===== src/hw/mcs_defs.vh =====
`ifndef MCS_DEFS_VH
`define MCS_DEFS_VH

// Configuration byte defaults loaded by any reset.
`define MCS_CFG_BYTES 14
`define MCS_CFG0_RST 8'h0E
`define MCS_CFG1_RST 8'h08
`define MCS_CFG2_RST 8'h00
`define MCS_CFG3_RST 8'h06
`define MCS_CFG4_RST 8'hF0
`define MCS_CFG5_RST 8'h60
`define MCS_CFG6_RST 8'h00
`define MCS_CFG7_RST 8'h02
`define MCS_CFG8_RST 8'h40
`define MCS_CFG9_RST 8'h00
`define MCS_CFG10_RST 8'h00
`define MCS_CFG11_RST 8'hFF
`define MCS_CFG12_RST 8'h00
`define MCS_CFG13_RST 8'h3F

// Field positions inside the configuration bytes.
`define MCS_FIFO_THR_BYTE 1
`define MCS_PREFETCH_BYTE 2
`define MCS_PREFETCH_BIT 7
`define MCS_STATION_ADDRESS_LENGTH_BYTE 3
`define MCS_NO_CRC_BIT 3
`define MCS_RETRY_BYTE 4
`define MCS_IFS_BYTE 5
`define MCS_SLOT_LO_BYTE 6
`define MCS_SLOT_HI_BYTE 7
`define MCS_MIN_FRAME_BYTE 8
`define MCS_RXOPT_BYTE 11
`define MCS_CRC_IN_MEM_BIT 2
`define MCS_AUTO_RETX_BIT 3
`define MCS_ACCEPT_ALL_MCAST_BIT 5
`define MCS_FDX_BYTE 12
`define MCS_FDX_BIT 6
`define MCS_BOF_BYTE 13
`define MCS_BACKOFF_DISABLE_BIT 7
`define MCS_MULTI_INDIVIDUAL_ADDR_ENABLE_BIT 6

// Command word decoding.
`define MCS_CMD_LSB 16
`define MCS_CMD_MC_SETUP 3'h3

`endif


===== src/hw/mcs_mac_cfg.v =====
`timescale 1ns/1ps
`default_nettype none
`include "mcs_defs.vh"

// Behaviour
// - Any reset loads every configuration default.
// - Full duplex defaults off; byte 12 bit 6.
// - CRC-in-memory defaults 1, CRC not stored.
// - FIFO threshold defaults to 8.
// - Retry count defaults to 15.
// - Auto retransmit defaults enabled.
// - Defaults: 96 IFS, 512 slot, 64 frame.
// - No-CRC-insertion defaults 0, CRC appended.
// - Descriptor prefetch defaults disabled.
// - Setup clears filter, then rebuilds it.
// - Hash filter may pass unlisted multicast.
// - Command code 3h in bits 16-18.
// - Read only whole addresses of the 14-bit count.
// - Count rounds down to address-length multiple.
// - Zero count leaves hash table cleared.
// - Addresses packed back to back.
// - Multi-IA uses setup for individual hashes.
// - Abort in fetch or hash sets aborted bit, else 0.
// - Byte 11 bit 5 clear accepts all multicast.
module mcs_mac_cfg (
   input wire sys_clk,
   input wire rst,
   input wire sw_reset,
   input wire cfg_wr,
   input wire [3:0] cfg_index,
   input wire [7:0] cfg_data,
   input wire cmd_start,
   input wire [31:0] cmd_word,
   input wire [13:0] mcast_list_byte_count,
   input wire cu_abort,
   output reg mem_rd_req,
   output reg [13:0] mem_rd_offset,
   input wire mem_rd_ack,
   input wire [7:0] mem_rd_data,
   output reg cmd_busy,
   output reg cmd_complete,
   output reg cmd_ok,
   output reg cmd_aborted,
   output reg cmd_done,
   input wire rx_da_valid,
   input wire [47:0] rx_da,
   output reg rx_result_valid,
   output reg rx_mcast_accept,
   output reg rx_ia_hash_hit,
   output reg full_duplex_enable,
   output reg backoff_disable,
   output reg multi_individual_addr_enable,
   output reg accept_all_mcast,
   output reg crc_in_mem_disable,
   output reg auto_retransmit,
   output reg no_crc_insertion,
   output reg rbd_prefetch,
   output reg [3:0] fifo_threshold,
   output reg [3:0] retry_limit,
   output reg [2:0] station_address_length,
   output reg [7:0] interframe_spacing,
   output reg [10:0] slot_time,
   output reg [7:0] min_frame_length
);

   localparam ST_IDLE = 3'd0;
   localparam ST_CLEAR = 3'd1;
   localparam ST_FETCH = 3'd2;
   localparam ST_HASH = 3'd3;
   localparam ST_DONE = 3'd4;

   reg [7:0] cfg [0:`MCS_CFG_BYTES-1];
   reg [63:0] hash_table;
   reg [2:0] state;
   reg [13:0] remaining;
   reg [2:0] grp_pos;
   reg [2:0] grp_len;
   reg [47:0] addr_buf;
   reg [2:0] next_state;
   reg cu_abort_seen;
   integer i;

   // Six-bit hash index from the CRC-32 of a station address.
   function [5:0] mcs_hash;
      input [47:0] addr;
      reg [31:0] crc;
      integer k;
      begin
         crc = 32'hFFFFFFFF;
         for (k = 0; k < 48; k = k + 1) begin
            if (crc[31] ^ addr[k]) begin
               crc = {crc[30:0], 1'b0} ^ 32'h04C11DB7;
            end else begin
               crc = {crc[30:0], 1'b0};
            end
         end
         mcs_hash = crc[31:26];
      end
   endfunction

   // Reset value of one configuration byte.
   function [7:0] mcs_cfg_default;
      input [3:0] idx;
      begin
         case (idx)
            4'h0: mcs_cfg_default = `MCS_CFG0_RST;
            4'h1: mcs_cfg_default = `MCS_CFG1_RST;
            4'h2: mcs_cfg_default = `MCS_CFG2_RST;
            4'h3: mcs_cfg_default = `MCS_CFG3_RST;
            4'h4: mcs_cfg_default = `MCS_CFG4_RST;
            4'h5: mcs_cfg_default = `MCS_CFG5_RST;
            4'h6: mcs_cfg_default = `MCS_CFG6_RST;
            4'h7: mcs_cfg_default = `MCS_CFG7_RST;
            4'h8: mcs_cfg_default = `MCS_CFG8_RST;
            4'h9: mcs_cfg_default = `MCS_CFG9_RST;
            4'hA: mcs_cfg_default = `MCS_CFG10_RST;
            4'hB: mcs_cfg_default = `MCS_CFG11_RST;
            4'hC: mcs_cfg_default = `MCS_CFG12_RST;
            4'hD: mcs_cfg_default = `MCS_CFG13_RST;
            default: mcs_cfg_default = 8'h00;
         endcase
      end
   endfunction

   // Configuration store; a software reset reloads the defaults.
   always @(posedge sys_clk or posedge rst) begin
      if (rst) begin
         cfg[0] <= `MCS_CFG0_RST;
         cfg[1] <= `MCS_CFG1_RST;
         cfg[2] <= `MCS_CFG2_RST;
         cfg[3] <= `MCS_CFG3_RST;
         cfg[4] <= `MCS_CFG4_RST;
         cfg[5] <= `MCS_CFG5_RST;
         cfg[6] <= `MCS_CFG6_RST;
         cfg[7] <= `MCS_CFG7_RST;
         cfg[8] <= `MCS_CFG8_RST;
         cfg[9] <= `MCS_CFG9_RST;
         cfg[10] <= `MCS_CFG10_RST;
         cfg[11] <= `MCS_CFG11_RST; // and
         cfg[12] <= `MCS_CFG12_RST;
         cfg[13] <= `MCS_CFG13_RST;
      end else if (sw_reset) begin
         for (i = 0; i < `MCS_CFG_BYTES; i = i + 1) begin
            cfg[i] <= mcs_cfg_default(i[3:0]);
         end
      end else if (cfg_wr && cfg_index < `MCS_CFG_BYTES && !cmd_busy) begin
         cfg[cfg_index] <= cfg_data;
      end
   end

   // Configuration outputs, registered from the store.
   always @(posedge sys_clk or posedge rst) begin
      if (rst) begin
         full_duplex_enable <= 1'b0;
         backoff_disable <= 1'b0;
         multi_individual_addr_enable <= 1'b0;
         accept_all_mcast <= 1'b0;
         crc_in_mem_disable <= 1'b1;
         auto_retransmit <= 1'b1;
         no_crc_insertion <= 1'b0;
         rbd_prefetch <= 1'b0;
         fifo_threshold <= 4'h8;
         retry_limit <= 4'hF;
         station_address_length <= 3'h6;
         interframe_spacing <= 8'h60;
         slot_time <= 11'h200;
         min_frame_length <= 8'h40;
      end else begin
         full_duplex_enable <= cfg[`MCS_FDX_BYTE][`MCS_FDX_BIT];
         backoff_disable <= cfg[`MCS_BOF_BYTE][`MCS_BACKOFF_DISABLE_BIT];
         multi_individual_addr_enable <= cfg[`MCS_BOF_BYTE][`MCS_MULTI_INDIVIDUAL_ADDR_ENABLE_BIT];
         accept_all_mcast <= ~cfg[`MCS_RXOPT_BYTE][`MCS_ACCEPT_ALL_MCAST_BIT];
         crc_in_mem_disable <= cfg[`MCS_RXOPT_BYTE][`MCS_CRC_IN_MEM_BIT];
         auto_retransmit <= cfg[`MCS_RXOPT_BYTE][`MCS_AUTO_RETX_BIT];
         no_crc_insertion <= cfg[`MCS_STATION_ADDRESS_LENGTH_BYTE][`MCS_NO_CRC_BIT];
         rbd_prefetch <= cfg[`MCS_PREFETCH_BYTE][`MCS_PREFETCH_BIT];
         fifo_threshold <= cfg[`MCS_FIFO_THR_BYTE][3:0];
         retry_limit <= cfg[`MCS_RETRY_BYTE][7:4];
         station_address_length <= cfg[`MCS_STATION_ADDRESS_LENGTH_BYTE][2:0];
         interframe_spacing <= cfg[`MCS_IFS_BYTE];
         slot_time <= {cfg[`MCS_SLOT_HI_BYTE][2:0], cfg[`MCS_SLOT_LO_BYTE]};
         min_frame_length <= cfg[`MCS_MIN_FRAME_BYTE];
      end
   end

   // Sequencer state selection.
   always @* begin
      next_state = state;
      case (state)
         ST_IDLE: begin
            if (cmd_start && cmd_word[`MCS_CMD_LSB+2:`MCS_CMD_LSB] == `MCS_CMD_MC_SETUP) begin
               next_state = ST_CLEAR;
            end
         end
         ST_CLEAR: begin
            next_state = ST_FETCH;
         end
         ST_FETCH: begin
            if (cu_abort) begin
               next_state = ST_DONE;
            end else if (grp_pos == 3'd0 && !mem_rd_req &&
                         (grp_len == 3'd0 || remaining < {11'h000, grp_len})) begin
               next_state = ST_DONE; // and
            end else if (mem_rd_req && mem_rd_ack && grp_pos == grp_len - 3'd1) begin
               next_state = ST_HASH;
            end
         end
         ST_HASH: begin
            next_state = cu_abort ? ST_DONE : ST_FETCH;
         end
         ST_DONE: begin
            next_state = ST_IDLE;
         end
         default: begin
            next_state = ST_IDLE;
         end
      endcase
   end

   // Multicast setup sequencer with its list fetch and status.
   always @(posedge sys_clk or posedge rst) begin
      if (rst) begin
         state <= ST_IDLE;
         hash_table <= 64'h0000000000000000;
         remaining <= 14'h0000;
         grp_pos <= 3'd0;
         grp_len <= 3'd0;
         addr_buf <= 48'h000000000000;
         mem_rd_req <= 1'b0;
         mem_rd_offset <= 14'h0000;
         cmd_busy <= 1'b0;
         cmd_complete <= 1'b0;
         cmd_ok <= 1'b0;
         cmd_aborted <= 1'b0;
         cmd_done <= 1'b0;
      end else begin
         state <= next_state;
         cmd_done <= 1'b0;
         case (state)
            ST_IDLE: begin
               if (next_state == ST_CLEAR) begin
                  cmd_busy <= 1'b1;
                  cmd_complete <= 1'b0;
                  cmd_ok <= 1'b0;
                  cmd_aborted <= 1'b0;
                  remaining <= mcast_list_byte_count;
                  grp_len <= station_address_length;
                  mem_rd_offset <= 14'h0000;
               end
            end
            ST_CLEAR: begin
               hash_table <= 64'h0000000000000000;
               grp_pos <= 3'd0;
               addr_buf <= 48'h000000000000;
            end
            ST_FETCH: begin
               if (cu_abort) begin
                  mem_rd_req <= 1'b0;
               end else if (mem_rd_req && mem_rd_ack) begin
                  // Bytes arrive back to back; no gap between addresses.
                  addr_buf[grp_pos*8 +: 8] <= mem_rd_data;
                  mem_rd_req <= 1'b0;
                  mem_rd_offset <= mem_rd_offset + 14'h0001;
                  remaining <= remaining - 14'h0001;
                  grp_pos <= grp_pos + 3'd1;
               end else if (!mem_rd_req && next_state == ST_FETCH) begin
                  mem_rd_req <= 1'b1;
               end
            end
            ST_HASH: begin
               // Multicast and individual entries share one table.
               hash_table[mcs_hash(addr_buf)] <= 1'b1; // and
               grp_pos <= 3'd0;
               addr_buf <= 48'h000000000000;
            end
            ST_DONE: begin
               cmd_busy <= 1'b0;
               cmd_complete <= 1'b1;
               cmd_ok <= ~cu_abort_seen;
               cmd_aborted <= cu_abort_seen;
               cmd_done <= 1'b1;
            end
            default: begin
               cmd_busy <= 1'b0;
            end
         endcase
      end
   end

   // Remembers an abort taken in fetch or hash until it is reported.
   always @(posedge sys_clk or posedge rst) begin
      if (rst) begin
         cu_abort_seen <= 1'b0;
      end else if (state == ST_IDLE) begin
         cu_abort_seen <= 1'b0;
      end else if (cu_abort && (state == ST_FETCH || state == ST_HASH)) begin
         cu_abort_seen <= 1'b1;
      end
   end

   // Receive destination filtering.
   always @(posedge sys_clk or posedge rst) begin
      if (rst) begin
         rx_result_valid <= 1'b0;
         rx_mcast_accept <= 1'b0;
         rx_ia_hash_hit <= 1'b0;
      end else begin
         rx_result_valid <= rx_da_valid;
         if (rx_da_valid) begin
            rx_mcast_accept <= rx_da[0] &&
               (accept_all_mcast || hash_table[mcs_hash(rx_da)]); // and
            rx_ia_hash_hit <= !rx_da[0] && multi_individual_addr_enable &&
               hash_table[mcs_hash(rx_da)];
         end
      end
   end

endmodule
`default_nettype wire

===== config.mk =====
export PLATFORM = sky130hd
export DESIGN_NAME = mcs_mac_cfg
export DESIGN_NICKNAME = d
export VERILOG_FILES = /design/src/hw/mcs_mac_cfg.v
export VERILOG_INCLUDE_DIRS = /design/src /design/src/hw
export SDC_FILE = /design/constraint.sdc
export NUM_CORES = 1
export LEC_CHECK = 0
export BUFFER_PORTS_ARGS = -buffer_cell sky130_fd_sc_hd__buf_4
export CAP_MARGIN = 40
export CELL_PAD_IN_SITES_DETAIL_PLACEMENT = 1
export CELL_PAD_IN_SITES_GLOBAL_PLACEMENT = 1
export CORE_UTILIZATION = 40
export DETAILED_ROUTE_END_ITERATION = 7
export PLACE_DENSITY = 0.81
export RECOVER_POWER = 100
export SYNTH_ARGS = -nofsm -noshare
export SYNTH_HDL_FRONTEND = slang
export SYNTH_SLANG_ARGS = --single-unit

===== constraint.sdc =====
create_clock -name sys_clk -period 19 [get_ports sys_clk]
set_input_delay 0.95 -clock sys_clk [delete_from_list [all_inputs] [get_ports sys_clk]]
set_output_delay 0.95 -clock sys_clk [all_outputs]
set_load 0.01 [all_outputs]

== Word level (Yosys, flattened, before mapping) ==
Index checks and enable logic that the tools add are counted.
Cells by class
  add/subtract/negate cells: 5
  $lt $le $gt $ge: 7
  equality and inequality tests: 11
  shift-type cells: 2
  muxes and demuxes: 235
  bitwise gates (word level): 193
  reduce and logical (&&, ||, !) cells: 38
Operators by type and width (number)
  2-to-1 mux 32 bit: 96
  2-to-1 mux 27 bit: 96
  NOT 14 bit: 94
  2-to-1 mux 112 bit: 2
  case mux 64 bit (2 select lines): 1
  bitwise mux 112 bit: 1
  2-to-1 mux 48 bit: 2
  case mux 48 bit (2 select lines): 1
  bitwise XOR 1 bit: 94
  2-to-1 mux 14 bit: 6
  bitwise OR 64 bit: 1
  case mux 14 bit (2 select lines): 2
  bitwise mux 48 bit: 1
  variable shift 8 x 34 -> 48 bit (first input constant): 1
  indexed part select 8 x 34 -> 48 bit: 1
  negator 6 -> 34 bit: 1
  demux 8 bit (select 4 bit): 1
  2-to-1 mux 3 bit: 7
  adder 14 x 1 -> 14 bit (second input constant): 1
  logical AND 1 bit: 14
  < comparator 14 x 3 -> 1 bit: 1
  < comparator 6 x 7 -> 1 bit (second input constant): 2
  subtractor 14 x 1 -> 14 bit (second input constant): 1
  equality test 3 x 2 -> 1 bit (second input constant): 4
  29 further kinds: 60
Storage, ports and cells
  register bits after elaboration: 317
  input port bits: 122
  output and inout port bits: 69
  logic and storage cells: 536

== Longest topological paths before layout ==
  depth in word-level cells: 149
  mapped depth: 16
  depth with buffers taken out: 14

== Least setup slack after synthesis ==
No wires, ideal clock.
  kind: in2reg
  from: input rx_da[3]
  to: register rx_mcast_accept
  library setup time: 90 ps
  arrival: 5172 ps
  path slack: 13737 ps
  stages on the path: 16
  cells stage by stage: buf_4 -> xnor3_1 -> xnor3_2 -> xnor3_2 -> xnor3_2 -> xnor3_2 -> xnor2_4 -> xnor2_4 -> buf_6 -> mux2i_1 -> o22ai_1 -> a222oi_1 -> a21boi_1 -> o221a_2 -> o2111ai_1 -> o221ai_1
On the way
  word-level cells in the longest chain between the ends: 107
  elaborated cells on any way between the ends: 171
  classes of those cells: 92 x mux; 77 x bitwise; 2 x reduce/logical
Ends and longest elaborated chain
  from (decl): RTL line mcs_mac_cfg.v:46  | input wire [47:0] rx_da,
  bitwise XOR 1 bit (*): RTL line mcs_mac_cfg.v:91  | if (crc[31] ^ addr[k]) begin
  2-to-1 mux 27 bit (*): RTL line mcs_mac_cfg.v:91
  2-to-1 mux 32 bit (*): RTL line mcs_mac_cfg.v:309  | if (rx_da_valid) begin
  NOT 14 bit (no line)
  2-to-1 mux 27 bit: RTL line mcs_mac_cfg.v:91
  2-to-1 mux 32 bit (*): RTL line mcs_mac_cfg.v:309
  NOT 14 bit (no line) / 2-to-1 mux 27 bit (equally long branches)
  2-to-1 mux 27 bit / 2-to-1 mux 32 bit (equally long branches): RTL line mcs_mac_cfg.v:91, mcs_mac_cfg.v:309
  [91 not listed]
  2-to-1 mux 32 bit (*): RTL line mcs_mac_cfg.v:309
  NOT 14 bit (no line)
  2-to-1 mux 27 bit: RTL line mcs_mac_cfg.v:91
  2-to-1 mux 32 bit (*): RTL line mcs_mac_cfg.v:309
  binary-select mux 1 bit (select 6 bit) (*): RTL line mcs_mac_cfg.v:311  | (accept_all_mcast || hash_table[mcs_hash(rx_da)]);
  2-to-1 mux 1 bit (implied by the code) (*): RTL line mcs_mac_cfg.v:311
  logical OR 1 bit (*): RTL line mcs_mac_cfg.v:311
  logical AND 1 bit (*): RTL line mcs_mac_cfg.v:310  | rx_mcast_accept <= rx_da[0] &&
  to (signal assigned): RTL line mcs_mac_cfg.v:310
  to (decl): RTL line mcs_mac_cfg.v:48  | output reg rx_mcast_accept,
Mark *: on every way between the ends. The rest lies on a longest branch, timed or not. The select of a mux whose other input is x is not followed.
A chain may end at the register's enable or synchronous reset.

==> flow_metrics.py <==
metrics = {
    "run_status": {
        "status": "complete, but fails checks",
        "violations": "max-capacitance violations, max-slew violations",
    },
    "critical_path": {
        "slowest_delay_ps": 3560,
        "ff2ff_path_depth": 14,
        "crit_fanout": 93,
        "cp-start-kind": "input pin",
        "timing.rr.start": "addr_buf[5]",
        "r2r_end": "hash_table[40]",
        "critPathLaunch": "rst",
        "path_buf_inv": 5,
        "required_ps": 19190,
        "worstPathArrival_ps": 10260,
        "rrSetupSlack_ps": 14020,
        "worstPathCellList": "clkbuf_4, clkinvlp_2, clkbuf_1, clkbuf_1, clkbuf_1",
        "crit_path_end": "cfg[47]",
        "slowest_stage": "clkbuf_1",
        "crit_top_cell": "clkbuf_1",
        "cpLargestDelayFamily": "buffers and inverters",
        "path_class": "in -> async",
        "crit_cells": 5,
        "crit_path_end_kind": "asynchronous set/reset pin",
    },
    "run": {
        "maxCapViolations": 6,
    },
    "cells_and_area": {
        "stdcell_area_sq_um": 17300,
        "drive_gt1_share_pct": 12.2,
        "final_nets": 1678,
        "syn_to_final_growth_pct": 15.6,
        "antenna_cells": 0,
    },
    "sta": {
        "fmax_mhz": 99.3,
        "finalSetupViolCount": 0,
        "finalCriticalPeriod_ps": 10070,
        "slew_headroom_pct": -232,
        "tightest_slew_ps": 4980,
        "hold_viol": 0,
        "slew_viol_final": 274,
        "rsz0062_at_grt": "no",
        "fin_crit_sh_pct": 53.0,
        "holdWs_ps": 359,
        "worst_slack_ps": 8930,
        "clock_skew_ps": 12.5,
        "final.setup.tns_ps": 0,
    },
    "clock_network": {
        "post_cts_buffers": 0,
        "cts.sinks": 251,
        "cts_buffers": 27,
        "tritoncts": "done",
        "cts_hold_buffers": 0,
        "h-tree-depth": 1,
        "clock_latency_ps": 550,
        "clk_pin_slew_worst_paths_ps": 60,
        "clockBufferDepth": 3,
        "cts_root_buf": "clkbuf_16",
        "cts_resized": 0,
    },
    "detailed_routing": {
        "dr.pass1.iters": 5,
        "viasPerCell": 5.34,
        "wire_per_inst_microns": 20.4,
        "drt-total-wl_microns": 41400,
        "antenna_left": 0,
        "drt_iter0_drc": 520,
        "vias": 10900,
        "drc_errors": 0,
    },
    "place": {
        "place_congestion": 0.883,
        "dp_slack_ps": 12530,
        "placement.io_buffers": 161,
        "place_hpwl_microns": 31200,
        "dpl_cell_area_sq_um": 16700,
    },
    "yosys": {
        "netlist.area_leader.share_pct": 37.5,
        "synth_common_cells": "254 x xnor2_1, 224 x dfrtp_1, 151 x nand2_1, 103 x nor2_1, 101 x o21ai_0",
        "syn_area_sq_um": 14900,
        "ys.flop_type": "dfrtp_1",
        "synth_edf_count": 0,
        "synthArstFlopShare_pct": 100,
        "yosys.cell_types.count": 65,
        "synth.area.top_cells": "dfrtp_1 38%, xnor2_1 15%, xnor3_1 7.1%, xor2_1 4.9%, dfstp_2 4.7%",
        "syn_inst": 1393,
        "ys_seq_area_share_pct": 42.3,
        "synth_most_common_cell": "xnor2_1",
        "synth_nets": 1527,
        "postSynthAreaPerCell_sq_um": 10.7,
        "ys_ff_latch": 251,
        "ys_warn_count": 0,
        "synth_top_cell_by_area": "dfrtp_1",
    },
    "floorplan": {
        "dieArea_sq_um": 38100,
        "dieHeight_microns": 195,
        "die_w_microns": 195,
        "placementRows": 70,
        "core_area_sq_um": 36700,
        "ios": 191,
        "initial_core_util_pct": 40.7,
    },
    "global_route": {
        "grt_pass1_vias": 12000,
        "grt-ovfl-total": 0,
        "grt_pass1_wl_microns": 66800,
        "antenna_found_initial": 0,
        "grt_use_total_pct": 22.1,
        "grt_max_degree": 94,
    },
    "hold_path": {
        "hold_path.class": "reg -> reg",
    },
}
-- layer usage --
layer	vias up	routed length [microns]	global-route usage (%)
met2	266	21300	39.0
met5	-	0	0
li1	5037	-	-
met3	67	1820	3.18
met1	5490	17200	27.8
met4	0	1110	7.06
-- final cells by class --
| class | count | area, sq um |
|---|---|---|
| inverters | 24 | 91.3 |
| flip-flops and latches | 251 | 6310 |
| clock buffers | 34 | 752 |
| fillers | 4061 | 19400 |
| well taps | 468 | 586 |
| clock inverters | 16 | 198 |
| multi-input cells | 1063 | 8270 |
| repair buffers | 177 | 1050 |
-- cells in the final DEF (no fill, tap or decap), drive strengths merged, types with 5 or more instances in the layout --
master,instances
a211o,6
a21boi,5
a21oi,32
a22o,33
and3,7
buf,97
clkbuf,114
clkinv,8
dfrtp,224
dfstp,27
ha,12
inv,26
mux2,5
mux2i,55
nand2,152
nand2b,6
nand3,21
nand4,8
nor2,103
nor2b,13
nor3,20
nor4,5
o21ai,104
o221ai,7
o22ai,18
xnor2,263
xnor3,51
xor2,83
xor3,9
-- cell families after synthesis --
logic type      count (synthesis)  share of synthesized area, %
buf+inv                        79                          2.22
xor+xnor                      406                          30.1
compound gates                227                          9.62
flops                         251                          42.3
simple gates                  357                          10.5
fa+ha+maj                      12                          1.01
mux                            61                          4.21
-- worst min-delay path by stage --
stage          cells past startpoint        endpoint  startpoint  slack (ps)
6_report                           0  retry_limit[1]     cfg[77]         360
5_1_grt                            0  retry_limit[1]     cfg[77]         370
4_1_cts                            0  retry_limit[1]     cfg[77]         360
3_5_place_dp                       0  retry_limit[1]     cfg[77]         360
3_3_place_gp                       0    slot_time[9]     cfg[49]         350
2_1_floorplan                      0    slot_time[9]     cfg[49]         350
-- registers in the layout, summed over array words and instances, names as in the netlist, 3 cells and up --
name / count
interframe_spacing: 8
hash_table: 64
retry_limit: 4
grp_pos: 3
min_frame_length: 8
cfg: 46
station_address_length: 3
fifo_threshold: 4
addr_buf: 48
mem_rd_offset: 14
remaining: 14
grp_len: 3
slot_time: 11
state: 3
-- stage by stage --
step / instances / util, %
after detailed placement: 1983 / 45.4
final: 2033 / 47.0
after global placement: 1975 / 45.1
after global routing: 2033 / 47.0
after floorplan: 1393 / -
after CTS: 2033 / 48.0
Power is left out: the tool's default activity adds up to more than one toggle a clock period on the data nets, which glitch-free logic cannot reach.
